## src/rtl/cycle_steal_defines.svh

```systemverilog
// Constants for the cycle-stealing block transfer controller
// Assumes a 12-bit backplane bus with twelve priority lines
`ifndef CYCLE_STEAL_DEFINES_SVH
`define CYCLE_STEAL_DEFINES_SVH
`define CS_WORD_WIDTH 12
`define CS_PRIO_LINES 12
`define CS_WORD_ZERO 12'h000
`define CS_WORD_ONE 12'h001
`define CS_LSB_POS 0
`define CS_DEFAULT_SLOT 4'h0
`define CS_DEFAULT_COUNTER_LOC 12'h7E8
`endif

```

## src/rtl/cycle_steal_pkg.sv

```systemverilog
// Types shared by the cycle-stealing block transfer controller
// Assumes the defines header is compiled alongside
package cycle_steal_pkg;
	typedef enum logic [2:0]
	{
		st_idle = 3'b000,
		st_request = 3'b001,
		st_count = 3'b010,
		st_address = 3'b011,
		st_data = 3'b100,
		st_exit = 3'b101
	} phase_type;

	typedef struct packed
	{
		logic [11:0] address;
		logic drive_address;
		logic to_memory;
		logic stall;
		logic force_one;
	} bus_drive_type;
endpackage

```

## src/rtl/priority_check.sv

```systemverilog
// Priority test over the shared break request lines
// Assumes line 0 ranks highest and line 11 lowest
`timescale 1ns/10ps
`include "cycle_steal_defines.svh"
module priority_check
#(
	parameter int lines = `CS_PRIO_LINES
)
(
	input wire logic [lines-1:0] request_lines,
	input wire logic [3:0] slot,
	output logic granted
);
	always_comb
	begin
		granted = request_lines[slot];
		for (int i = 0; i < lines; i++)
		begin
			if (i < int'(slot) && request_lines[i])
			begin
				granted = 1'b0;
			end
		end
	end
endmodule

```

## src/rtl/cycle_steal_block_transfer.sv

```systemverilog
// Device-side cycle-stealing block transfer controller
// Assumes synchronous inputs; memory cycles end on cycle_done pulses
//
// Function
// - Counter preloaded negated, overflows at zero
// - Twelve requesters each own priority line
// - Line 0 highest, line 11 lowest
// - Proceed only without higher pending request
// - Words move between data and buffer
// - Single-cycle mode steals one cycle per word
// - Three-cycle mode: count, address, data cycles
// - Single-cycle mode: both counters increment together before word
// - Finish current word before clearing enable (system_clear clears it at once, mid-word)
// - Priority test before driving address lines
// - Stall after win, drive direction with address
// - Release stall at cycle end, repeat or exit
// - Exit sets block completion flag
// - Enable raises request, win starts count cycle
// - Count cycle forces address bit 11 zero
// - Force one on data bit 11 for increment
// - Retest priority; address cycle forces bit 11 one
// - Incremented address latched into break address
// - Priority test again before data cycle
// - Without overflow, repeat three cycles
// - Overflow sets device flag, begins exit
// - Completion flag drives active-low interrupt line
`timescale 1ns/10ps
`include "cycle_steal_defines.svh"
module cycle_steal_block_transfer
#(
	parameter int width = `CS_WORD_WIDTH,
	parameter int lines = `CS_PRIO_LINES,
	parameter logic [3:0] slot = `CS_DEFAULT_SLOT,
	parameter logic [11:0] counter_loc = `CS_DEFAULT_COUNTER_LOC
)
(
	input wire logic clock,
	input wire logic rst_n,
	input wire logic system_clear,
	input wire logic three_cycle_mode,
	input wire logic load_length,
	input wire logic load_address,
	input wire logic [width-1:0] load_value,
	input wire logic io_transfer_instruction,
	input wire logic direction_to_memory,
	input wire logic clear_flag,
	input wire logic [lines-1:0] request_lines_in,
	input wire logic cycle_done,
	input wire logic [width-1:0] memory_buffer_register,
	input wire logic [width-1:0] device_word_in,
	output logic [lines-1:0] request_lines_out,
	output cycle_steal_pkg::bus_drive_type bus_drive,
	output logic [width-1:0] memory_address_lines,
	output logic [width-1:0] data_out,
	output logic data_out_enable,
	output logic [width-1:0] device_word_out,
	output logic device_word_valid,
	output logic [width-1:0] transfer_length_counter,
	output logic [width-1:0] next_address_counter,
	output logic enabled,
	output logic done_flag,
	output logic interrupt_request_n
);
	typedef struct packed
	{
		cycle_steal_pkg::phase_type phase;
		logic enable;
		logic to_memory;
		logic overflow;
		logic flag;
		logic [11:0] length;
		logic [11:0] address;
		logic [11:0] break_address;
		logic [11:0] word_out;
		logic word_valid;
		logic hold;
	} state_type;

	state_type state;
	state_type next_state;
	logic granted;
	logic [lines-1:0] all_requests;

	function automatic logic [11:0] bump(input logic [11:0] value);
		bump = value + `CS_WORD_ONE;
	endfunction

	function automatic logic [11:0] force_lsb(input logic [11:0] value,
		input logic bit_value);
		force_lsb = value;
		force_lsb[`CS_LSB_POS] = bit_value;
	endfunction

	wire logic requesting = state.enable &&
		state.phase != cycle_steal_pkg::st_idle &&
		state.phase != cycle_steal_pkg::st_exit;

	always_comb
	begin
		request_lines_out = '0;
		request_lines_out[slot] = requesting;
	end

	assign all_requests = request_lines_in | request_lines_out;

	priority_check #(.lines(lines)) arbiter
	(
		.request_lines(all_requests),
		.slot(slot),
		.granted(granted)
	);

	always_comb
	begin
		next_state = state;
		next_state.word_valid = 1'b0;
		if (clear_flag)
		begin
			next_state.flag = 1'b0;
		end
		if (load_length)
		begin
			next_state.length = load_value;
		end
		if (load_address)
		begin
			next_state.address = load_value;
		end
		case (state.phase)
			cycle_steal_pkg::st_idle:
			begin
				if (io_transfer_instruction)
				begin
					next_state.enable = 1'b1;
					next_state.to_memory = direction_to_memory;
					next_state.overflow = 1'b0;
					next_state.hold = 1'b0;
					next_state.phase = cycle_steal_pkg::st_request;
				end
			end
			cycle_steal_pkg::st_request:
			begin
				if (granted)
				begin
					if (three_cycle_mode)
					begin
						next_state.phase = cycle_steal_pkg::st_count;
					end
					else
					begin
						next_state.length = bump(state.length);
						next_state.address = bump(state.address);
						next_state.break_address = bump(state.address);
						next_state.overflow = bump(state.length) ==
							`CS_WORD_ZERO;
						next_state.phase = cycle_steal_pkg::st_data;
					end
				end
			end
			cycle_steal_pkg::st_count:
			begin
				if (cycle_done)
				begin
					next_state.overflow = memory_buffer_register ==
						`CS_WORD_ZERO;
					next_state.phase = cycle_steal_pkg::st_address;
					next_state.hold = !granted;
				end
			end
			cycle_steal_pkg::st_address:
			begin
				if (state.hold)
				begin
					next_state.hold = !granted;
				end
				else if (cycle_done)
				begin
					next_state.break_address = memory_buffer_register;
					next_state.phase = cycle_steal_pkg::st_data;
					next_state.hold = !granted;
				end
			end
			cycle_steal_pkg::st_data:
			begin
				if (state.hold)
				begin
					next_state.hold = !granted;
				end
				else if (cycle_done)
				begin
					if (!state.to_memory)
					begin
						next_state.word_out = memory_buffer_register;
						next_state.word_valid = 1'b1;
					end
					if (state.overflow)
					begin
						next_state.enable = 1'b0;
						next_state.phase = cycle_steal_pkg::st_exit;
					end
					else
					begin
						next_state.phase = cycle_steal_pkg::st_request;
					end
				end
			end
			cycle_steal_pkg::st_exit:
			begin
				next_state.flag = 1'b1;
				next_state.phase = cycle_steal_pkg::st_idle;
			end
			default:
			begin
				next_state.phase = cycle_steal_pkg::st_idle;
			end
		endcase
		if (system_clear)
		begin
			next_state.enable = 1'b0;
			next_state.hold = 1'b0;
			next_state.flag = 1'b0;
			next_state.phase = cycle_steal_pkg::st_idle;
		end
	end

	always_ff @(posedge clock)
	begin
		if (!rst_n)
		begin
			state <= '0;
		end
		else
		begin
			state <= next_state;
		end
	end

	// A lost retest parks the phase with the bus released
	wire logic in_count = state.phase == cycle_steal_pkg::st_count;
	wire logic in_addr = state.phase == cycle_steal_pkg::st_address &&
		!state.hold;
	wire logic in_data = state.phase == cycle_steal_pkg::st_data &&
		!state.hold;
	wire logic on_bus = in_count || in_addr || in_data;

	always_comb
	begin
		bus_drive.stall = on_bus;
		bus_drive.drive_address = on_bus;
		bus_drive.to_memory = in_data && state.to_memory;
		bus_drive.force_one = in_count || in_addr;
		if (in_count)
		begin
			bus_drive.address = force_lsb(counter_loc, 1'b0);
		end
		else if (in_addr)
		begin
			bus_drive.address = force_lsb(counter_loc, 1'b1);
		end
		else if (in_data)
		begin
			bus_drive.address = state.break_address;
		end
		else
		begin
			bus_drive.address = '0;
		end
	end

	assign memory_address_lines = bus_drive.address;
	assign data_out = bus_drive.force_one ? `CS_WORD_ONE : device_word_in;
	assign data_out_enable = bus_drive.force_one ||
		(in_data && state.to_memory);
	assign device_word_out = state.word_out;
	assign device_word_valid = state.word_valid;
	assign transfer_length_counter = state.length;
	assign next_address_counter = state.address;
	assign enabled = state.enable;
	assign done_flag = state.flag;
	assign interrupt_request_n = !state.flag;

	a_stall_has_grant: assert property (
		@(posedge clock) disable iff (!rst_n)
		state.phase == cycle_steal_pkg::st_request && granted &&
		!system_clear |=> bus_drive.stall)
		else $error("stall missing after win");
	a_no_win_no_bus: assert property (
		@(posedge clock) disable iff (!rst_n)
		state.phase == cycle_steal_pkg::st_request && !granted &&
		!system_clear |=> !bus_drive.drive_address)
		else $error("address driven without win");
	a_higher_blocks: assert property (
		@(posedge clock) disable iff (!rst_n)
		slot != 4'h0 && request_lines_in[0] |-> !granted)
		else $error("lower line granted over line 0");
	a_count_even: assert property (
		@(posedge clock) disable iff (!rst_n)
		in_count |-> !memory_address_lines[0])
		else $error("count address not even");
	a_addr_odd: assert property (
		@(posedge clock) disable iff (!rst_n)
		in_addr |-> memory_address_lines[0] && data_out == 12'h001)
		else $error("address cycle bad");
	a_single_steps: assert property (
		@(posedge clock) disable iff (!rst_n)
		state.phase == cycle_steal_pkg::st_request && granted &&
		!three_cycle_mode && !system_clear && !load_length |=>
		transfer_length_counter == $past(transfer_length_counter) + 12'h001)
		else $error("length not stepped");
	a_three_order: assert property (
		@(posedge clock) disable iff (!rst_n)
		in_count && cycle_done && !system_clear |=>
		state.phase == cycle_steal_pkg::st_address)
		else $error("address cycle not after count");
	a_break_latch: assert property (
		@(posedge clock) disable iff (!rst_n)
		in_addr && cycle_done && !system_clear |=>
		state.break_address == $past(memory_buffer_register))
		else $error("break address not latched");
	a_overflow_exit: assert property (
		@(posedge clock) disable iff (!rst_n)
		in_data && cycle_done && state.overflow && !system_clear
		|=> !enabled ##1 done_flag && !interrupt_request_n)
		else $error("exit sequence wrong");
	a_clear_drops: assert property (
		@(posedge clock) disable iff (!rst_n)
		system_clear |=> request_lines_out == '0)
		else $error("request held after clear");
	a_retest_address: assert property (
		@(posedge clock) disable iff (!rst_n)
		in_count && cycle_done && !granted && !system_clear |=>
		!bus_drive.stall && !bus_drive.drive_address)
		else $error("address cycle began without priority");
	a_retest_data: assert property (
		@(posedge clock) disable iff (!rst_n)
		in_addr && cycle_done && !granted && !system_clear |=>
		!bus_drive.stall && !bus_drive.drive_address)
		else $error("data cycle began without priority");

	c_single_word: cover property (@(posedge clock) disable iff (!rst_n)
		in_data && !three_cycle_mode && cycle_done);
	c_three_word: cover property (@(posedge clock) disable iff (!rst_n)
		in_addr ##1 in_data);
	c_block_done: cover property (@(posedge clock) disable iff (!rst_n)
		$rose(done_flag));
	c_lost_priority: cover property (@(posedge clock) disable iff (!rst_n)
		requesting && !granted);
	c_retest_lost: cover property (@(posedge clock) disable iff (!rst_n)
		in_count && cycle_done && !granted);
endmodule

```

## config.mk

```make
export PLATFORM = sky130hd
export DESIGN_NAME = cycle_steal_block_transfer
export DESIGN_NICKNAME = d
export VERILOG_FILES = /design/src/rtl/cycle_steal_pkg.sv /design/src/rtl/priority_check.sv /design/src/rtl/cycle_steal_block_transfer.sv
export VERILOG_INCLUDE_DIRS = /design/src /design/src/rtl
export SDC_FILE = /design/constraint.sdc
export NUM_CORES = 1
export LEC_CHECK = 0
export BUFFER_PORTS_ARGS = -buffer_cell sky130_fd_sc_hd__buf_2
export CAP_MARGIN = 20
export CORE_MARGIN = 1.5
export CORE_UTILIZATION = 48
export CTS_CLUSTER_SIZE = 14
export DETAILED_ROUTE_END_ITERATION = 8
export PLACE_DENSITY_LB_ADDON = 0.12
export SETUP_SLACK_MARGIN = 0.5
export SLEW_MARGIN = 10
export SYNTH_ARGS = -nofsm -noshare
export SYNTH_HDL_FRONTEND = slang
export SYNTH_SLANG_ARGS = --single-unit
```

## constraint.sdc

```tcl
create_clock -name clock -period 2.8 [get_ports clock]
set_clock_uncertainty 0.15 [all_clocks]
set_input_delay 0.42 -clock clock [delete_from_list [all_inputs] [get_ports clock]]
set_output_delay 0.42 -clock clock [all_outputs]
set_load 0.01 [all_outputs]
```

; ---- Yosys cells after proc, flatten, opt, wreduce, memory -nomap -nowiden
; Index checks and enable logic that the tools add are counted.
[word_totals]
ff_bits = 57
inputBits = 58
out_inout_bits = 93
elab_cells = 100
[classes]
n_addsub = 2
n_eq_ne = 15
mux = 37
bitwise_logic = 6
reduce_logical = 29
[ops]
columns = op, count
row1 = $mux W12, 8
row2 = $mux W36, 2
row3 = $add A12 B1 Y12 const B, 2
row4 = $logic_not A12 Y1, 2
row5 = $mux W24, 1
row6 = $pmux W12 S2, 1
row7 = $mux W3, 6
row8 = $ne A2 B2 Y1 const B, 9
row9 = $pmux W3 S5, 1
row10 = $reduce_and A5 Y1, 3
row11 = $mux W1, 12
row12 = $mux W4, 2
row13 = $reduce_and A7 Y1, 1
row14 = $eq A3 B2 Y1 const B, 2
row15 = $eq A3 B3 Y1 const B, 2
row16 = $mux W6, 1
row17 = $reduce_bool A2 Y1, 3
row18 = $reduce_bool A3 Y1, 2
row19 = $logic_and A1 B1 Y1, 5
row20 = $not A1 Y1, 5
row21 = $pmux W1 S4, 1
row22 = $reduce_and A4 Y1, 1
row23 = $reduce_bool A4 Y1, 1
row24 = $reduce_or A4 Y1, 1
row25 = 11 further kinds, 15

; ---- Longest topological paths before layout
[depth]
ltp_word = 8
mapped_depth = 8
mapped_depth_nobuf = 6

; ---- Modules after synthesis
; Synthesis repeated with hierarchy kept, for this count alone.
[unflattened]
hier_cells = 521
hier_area_um2 = 4083.9
[by_module_without_submodules]
columns = module, instances, cells_per_inst, area_each_um2, seq_area_each_um2
row1 = cycle_steal_block_transfer, 1, 490, 3808.7, 1141.1
row2 = priority_check, 1, 31, 275.3, 0.0

; ---- Worst setup path after synthesis
; No wires, ideal clock.
[synth_path]
path_kind = register to output
start = reg state[54] (netlist bit)
end = out memory_address_lines[10]
arrival_time_ns = 1.599
required_ns = 2.230
path_slack_ns = 0.631
stages_incl_launch_ff = 8
path_buffers = 4
path_cell_list = dfxtp_1 -> clkbuf_1 -> clkbuf_1 -> nand2_1 -> nand2_1 -> clkbuf_1 -> nand2_1 -> buf_4
[synth_rtl]
columns = element, line_no
row1 = "start, declared", cycle_steal_block_transfer.sv:79  ; state_type state;
row2 = "start signal, assigned", cycle_steal_block_transfer.sv:234  ; state <= next_state;
row3 = "end, declared", cycle_steal_block_transfer.sv:53  ; output logic [width-1:0] memory_address_lines,

; ---- Worst setup path after layout
[layout_path]
start = reg state[55] (netlist bit)
end = out data_out[5]
[layout_via]
elab_chain_cells = 4
elab_cells_between_ends = 5
cone_classes = 2 x eq/ne / 1 x mux / 2 x reduce/logical
[layout_lines]
columns = element, line_no
row1 = $eq A3 B2 Y1, cycle_steal_block_transfer.sv:240  ; wire logic in_addr = state.phase == cycle_steal_pkg::st_address &&
row2 = $logic_and A1 B1 Y1, cycle_steal_block_transfer.sv:240
row3 = $logic_or A1 B1 Y1 (*), cycle_steal_block_transfer.sv:251  ; bus_drive.force_one = in_count || in_addr;
row4 = $mux W12 (*), cycle_steal_block_transfer.sv:271  ; assign data_out = bus_drive.force_one ? `CS_WORD_ONE : device_word_in;
row5 = "end, declared", cycle_steal_block_transfer.sv:54  ; output logic [width-1:0] data_out,
; Mark *: on every way between the ends. The rest lies on a longest branch, timed or not.

==> key figures <==
STA
  • Slew Viols, Final: 0
  • Max-Slew Margin vs Limit: 39.8%
  • Setup TNS: 0 ps
  • Max frequency: 0.451 GHz
  • Finish-stage setup viols: 0
  • Setup ws final: 583 ps
  • Final worst-path cycle share: 79.2%
  • Fin. Hold Viols: 0
  • Post-route minimum period: 2220 ps
  • RSZ-0062 raised after global routing: no
  • Tightest Pin Transition: 902 ps

Drt
  • Post-DR vias/cell: 5.55
  • Drt pass-1 iters: 4
  • Post-route antenna net violation count: 0
  • Drt wl/cell: 15.7 um
  • Final WL: 10600 um
  • DR vias: 3757
  • DR iter-0 viols: 139
  • Post-route DRC violation count: 0

Layout
  • Area Overhead vs Synth: 17.5%
  • NumNets Final: 631
  • Ant. Diodes: 0
  • Layout cells sized above 1: 32.0%
  • Fin area: 4520 um^2

Global routing
  • First-pass GRT wire length: 16900 um
  • Largest net degree at the start of global routing: 33
  • Grt ovf: 0
  • Total routing usage reported by global routing: 24.8%
  • Number of global-route vias before repair: 3406
  • Antenna violations before repair: 0

Pwr
  • Power after layout: 2.06 mW
  • VDD IR max: 0.233 mV
  • Pleak: 2.14 nW
  • Cell Pwr Density: 456 nW/um^2

Floorplanning
  • Die area: 8570 um^2
  • Die Wd: 92.6 um
  • Starting Density: 49.8%
  • Core area: 7730 um^2
  • Die height: 92.6 um
  • # IOs: 151
  • FP Rows: 32

Place
  • HPWL after DPL: 7880 um
  • IO Port Bufs: 128
  • Placed cell area: 4140 um^2
  • Routability cong.: 0.911
  • Place WS: 380 ps

Clock network
  • Hold Buf Count CTS: 0
  • CTS Sinks: 57
  • Root Buffer: clkbuf_8
  • TritonCTS clock tree: yes
  • Clock transition at the registers of the reported paths: 80 ps
  • Clk Latency, worst-skew pair: 350 ps
  • H-Tree Depth: 3
  • CTS Buf Count: 9
  • Max Buffers Root-to-Sink: 2

Setup path
  • Crit path required time: 2230 ps
  • Slowest CP cell: dfxtp_4
  • Critical path endpoint category: primary output
  • Worst Path Max Fanout: 21
  • Family with the most delay on the worst path: simple AND/OR/NAND/NOR gates
  • CP Launch Type: flop
  • Buf/Inv on CP: 1
  • Critical Path Max Stage Delay: 440 ps
  • Crit-path cells: nor2b_1 > nand2_4 > and2_1 > buf_2
  • Critical path type: reg2out
  • Crit path DAT: 1650 ps

Yosys
  • Most area-hungry cell type in the Yosys netlist: dfxtp_1
  • Post-synthesis cell area: 3850 um^2
  • Post-synth EDFFs: 0
  • Distinct cells, synth: 57
  • Top FF cell, synth: dfxtp_1
  • Yosys warns: 0
  • Mapped Cells: 495
  • Async S/R FF share, synth: 0%
  • Synth area leaders: dfxtp_1 (30%), buf_4 (12%), mux2i_1 (6.5%)
  • Synth top area share: 29.6%
  • Yosys reg bits: 57
  • Sequential share of the synthesized area: 29.6%
  • Avg Cell Area, Syn: 7.78 um^2

Status
  • Outcome: finished clean

Min path
  • Worst Hold Class: in2reg

Flow run
  • Max-Cap Viols: 0
-- power breakdown --
group	leakage, nW	internal [mW]	switching (mW)	total (mW)
registers	0.468	0.839	0.0448	0.884
clock network	0.110	0.510	0.390	0.900
logic	1.56	0.120	0.157	0.277
-- worst paths after layout --
path	from	end	slack [ps]	depth (start not counted)
worst max-delay path	state[55]	data_out[5]	580	4
worst max register to register	transfer_length_counter[0]	state[51]	590	6
worst min register to register	device_word_out[11]	device_word_out[11]	340	2
worst min-delay path	clear_flag	done_flag	190	3
-- sequential cells by signal, indices dropped and copies added (netlist names) --
| name | flops |
|---|---|
| device_word_out | 12 |
| next_address_counter | 12 |
| state | 18 |
| done_flag | 1 |
| device_word_valid | 1 |
| enabled | 1 |
| transfer_length_counter | 12 |
-- timing repair --
| item | 4_1_cts | 5_1_grt |
|---|---|---|
| pin swaps | 0 | 2 |
| setup endpoints to repair | 47 | 47 |
| setup buffers | 0 | 9 |
| resized for setup | 13 | 12 |
-- worst register-to-register path: cells and delay by family, from the launching register on --
| kind | cells | cell delay [ps] |
|---|---|---|
| AOI/OAI and AO/OA | 3 | 640 |
| adders and majority gates | 1 | 260 |
| and+or+nand+nor | 2 | 650 |
| DFF | 1 | 420 |
-- synth_stat cells, types with 8 or more instances --
| master | count |
|---|---|
| a211oi_1 | 11 |
| a21oi_1 | 25 |
| a31oi_1 | 13 |
| and2_1 | 21 |
| and3_1 | 8 |
| buf_4 | 62 |
| clkbuf_1 | 28 |
| dfxtp_1 | 57 |
| inv_1 | 11 |
| mux2i_1 | 25 |
| nand2_1 | 39 |
| nand3_1 | 11 |
| nor2_1 | 39 |
| nor3_1 | 13 |
| o21ai_0 | 31 |
| xor2_1 | 9 |
-- metrics by stage --
step,utilization (%),cells,hold WS [ps]
finish,58.5,677,189
global route,58.5,677,204
CTS,56.9,668,184
detailed placement,53.6,652,329
global placement,53.6,652,320
floorplan,-,505,288
-- cell usage in the layout, fill, tap and decap left out, types with 6 or more instances in the layout --
master and instances:
buf_4 15, a211oi_1 11, nand4_1 6, nand3_1 11, nand2_1 37, and3_1 8
buf_2 128, clkbuf_8 9, inv_1 10, nor2_1 37, nand2b_1 6, conb_1 11
and2_1 21, xor2_1 9, a31oi_1 13, dfxtp_1 53, o21ai_0 30, nor3_1 11
a21oi_1 25, mux2i_1 25
-- cell families (layout without fill, tap and decap cells) --
| family | Yosys count | count (layout) | share of synthesized area [%] |
|---|---|---|---|
| buf+inv | 105 | 175 | 16.7 |
| flops | 57 | 57 | 29.6 |
| xor+xnor | 14 | 14 | 3.18 |
| compound gates | 116 | 116 | 19.4 |
| mux | 26 | 26 | 6.79 |
| simple gates | 173 | 173 | 23.1 |
| other cells | 1 | 11 | 0.0974 |
| fa+ha+maj | 3 | 3 | 0.975 |
-- cell type report --
type                       count  area [um^2]
fill                         737         3210
inverter                      11         45.0
timing repair buffer         148          818
tap                          102          128
multi-input combinational    343         2150
clock inverter                 7          103
clock buffer                   9          124
sequential                    57         1150
-- metal layers --
metal | vias to the layer above | part of all wire, % | wire length, um | GRT usage [%]
li1 | 1834 | - | - | -
met2 | 135 | 48 | 5080 | 42.2
met5 | - | 0 | 0 | 0
met1 | 1775 | 45 | 4740 | 31.7
met4 | 0 | 1.5 | 163 | 8.46
met3 | 13 | 6.0 | 635 | 3.78
Power figures use the tool's default switching activity.
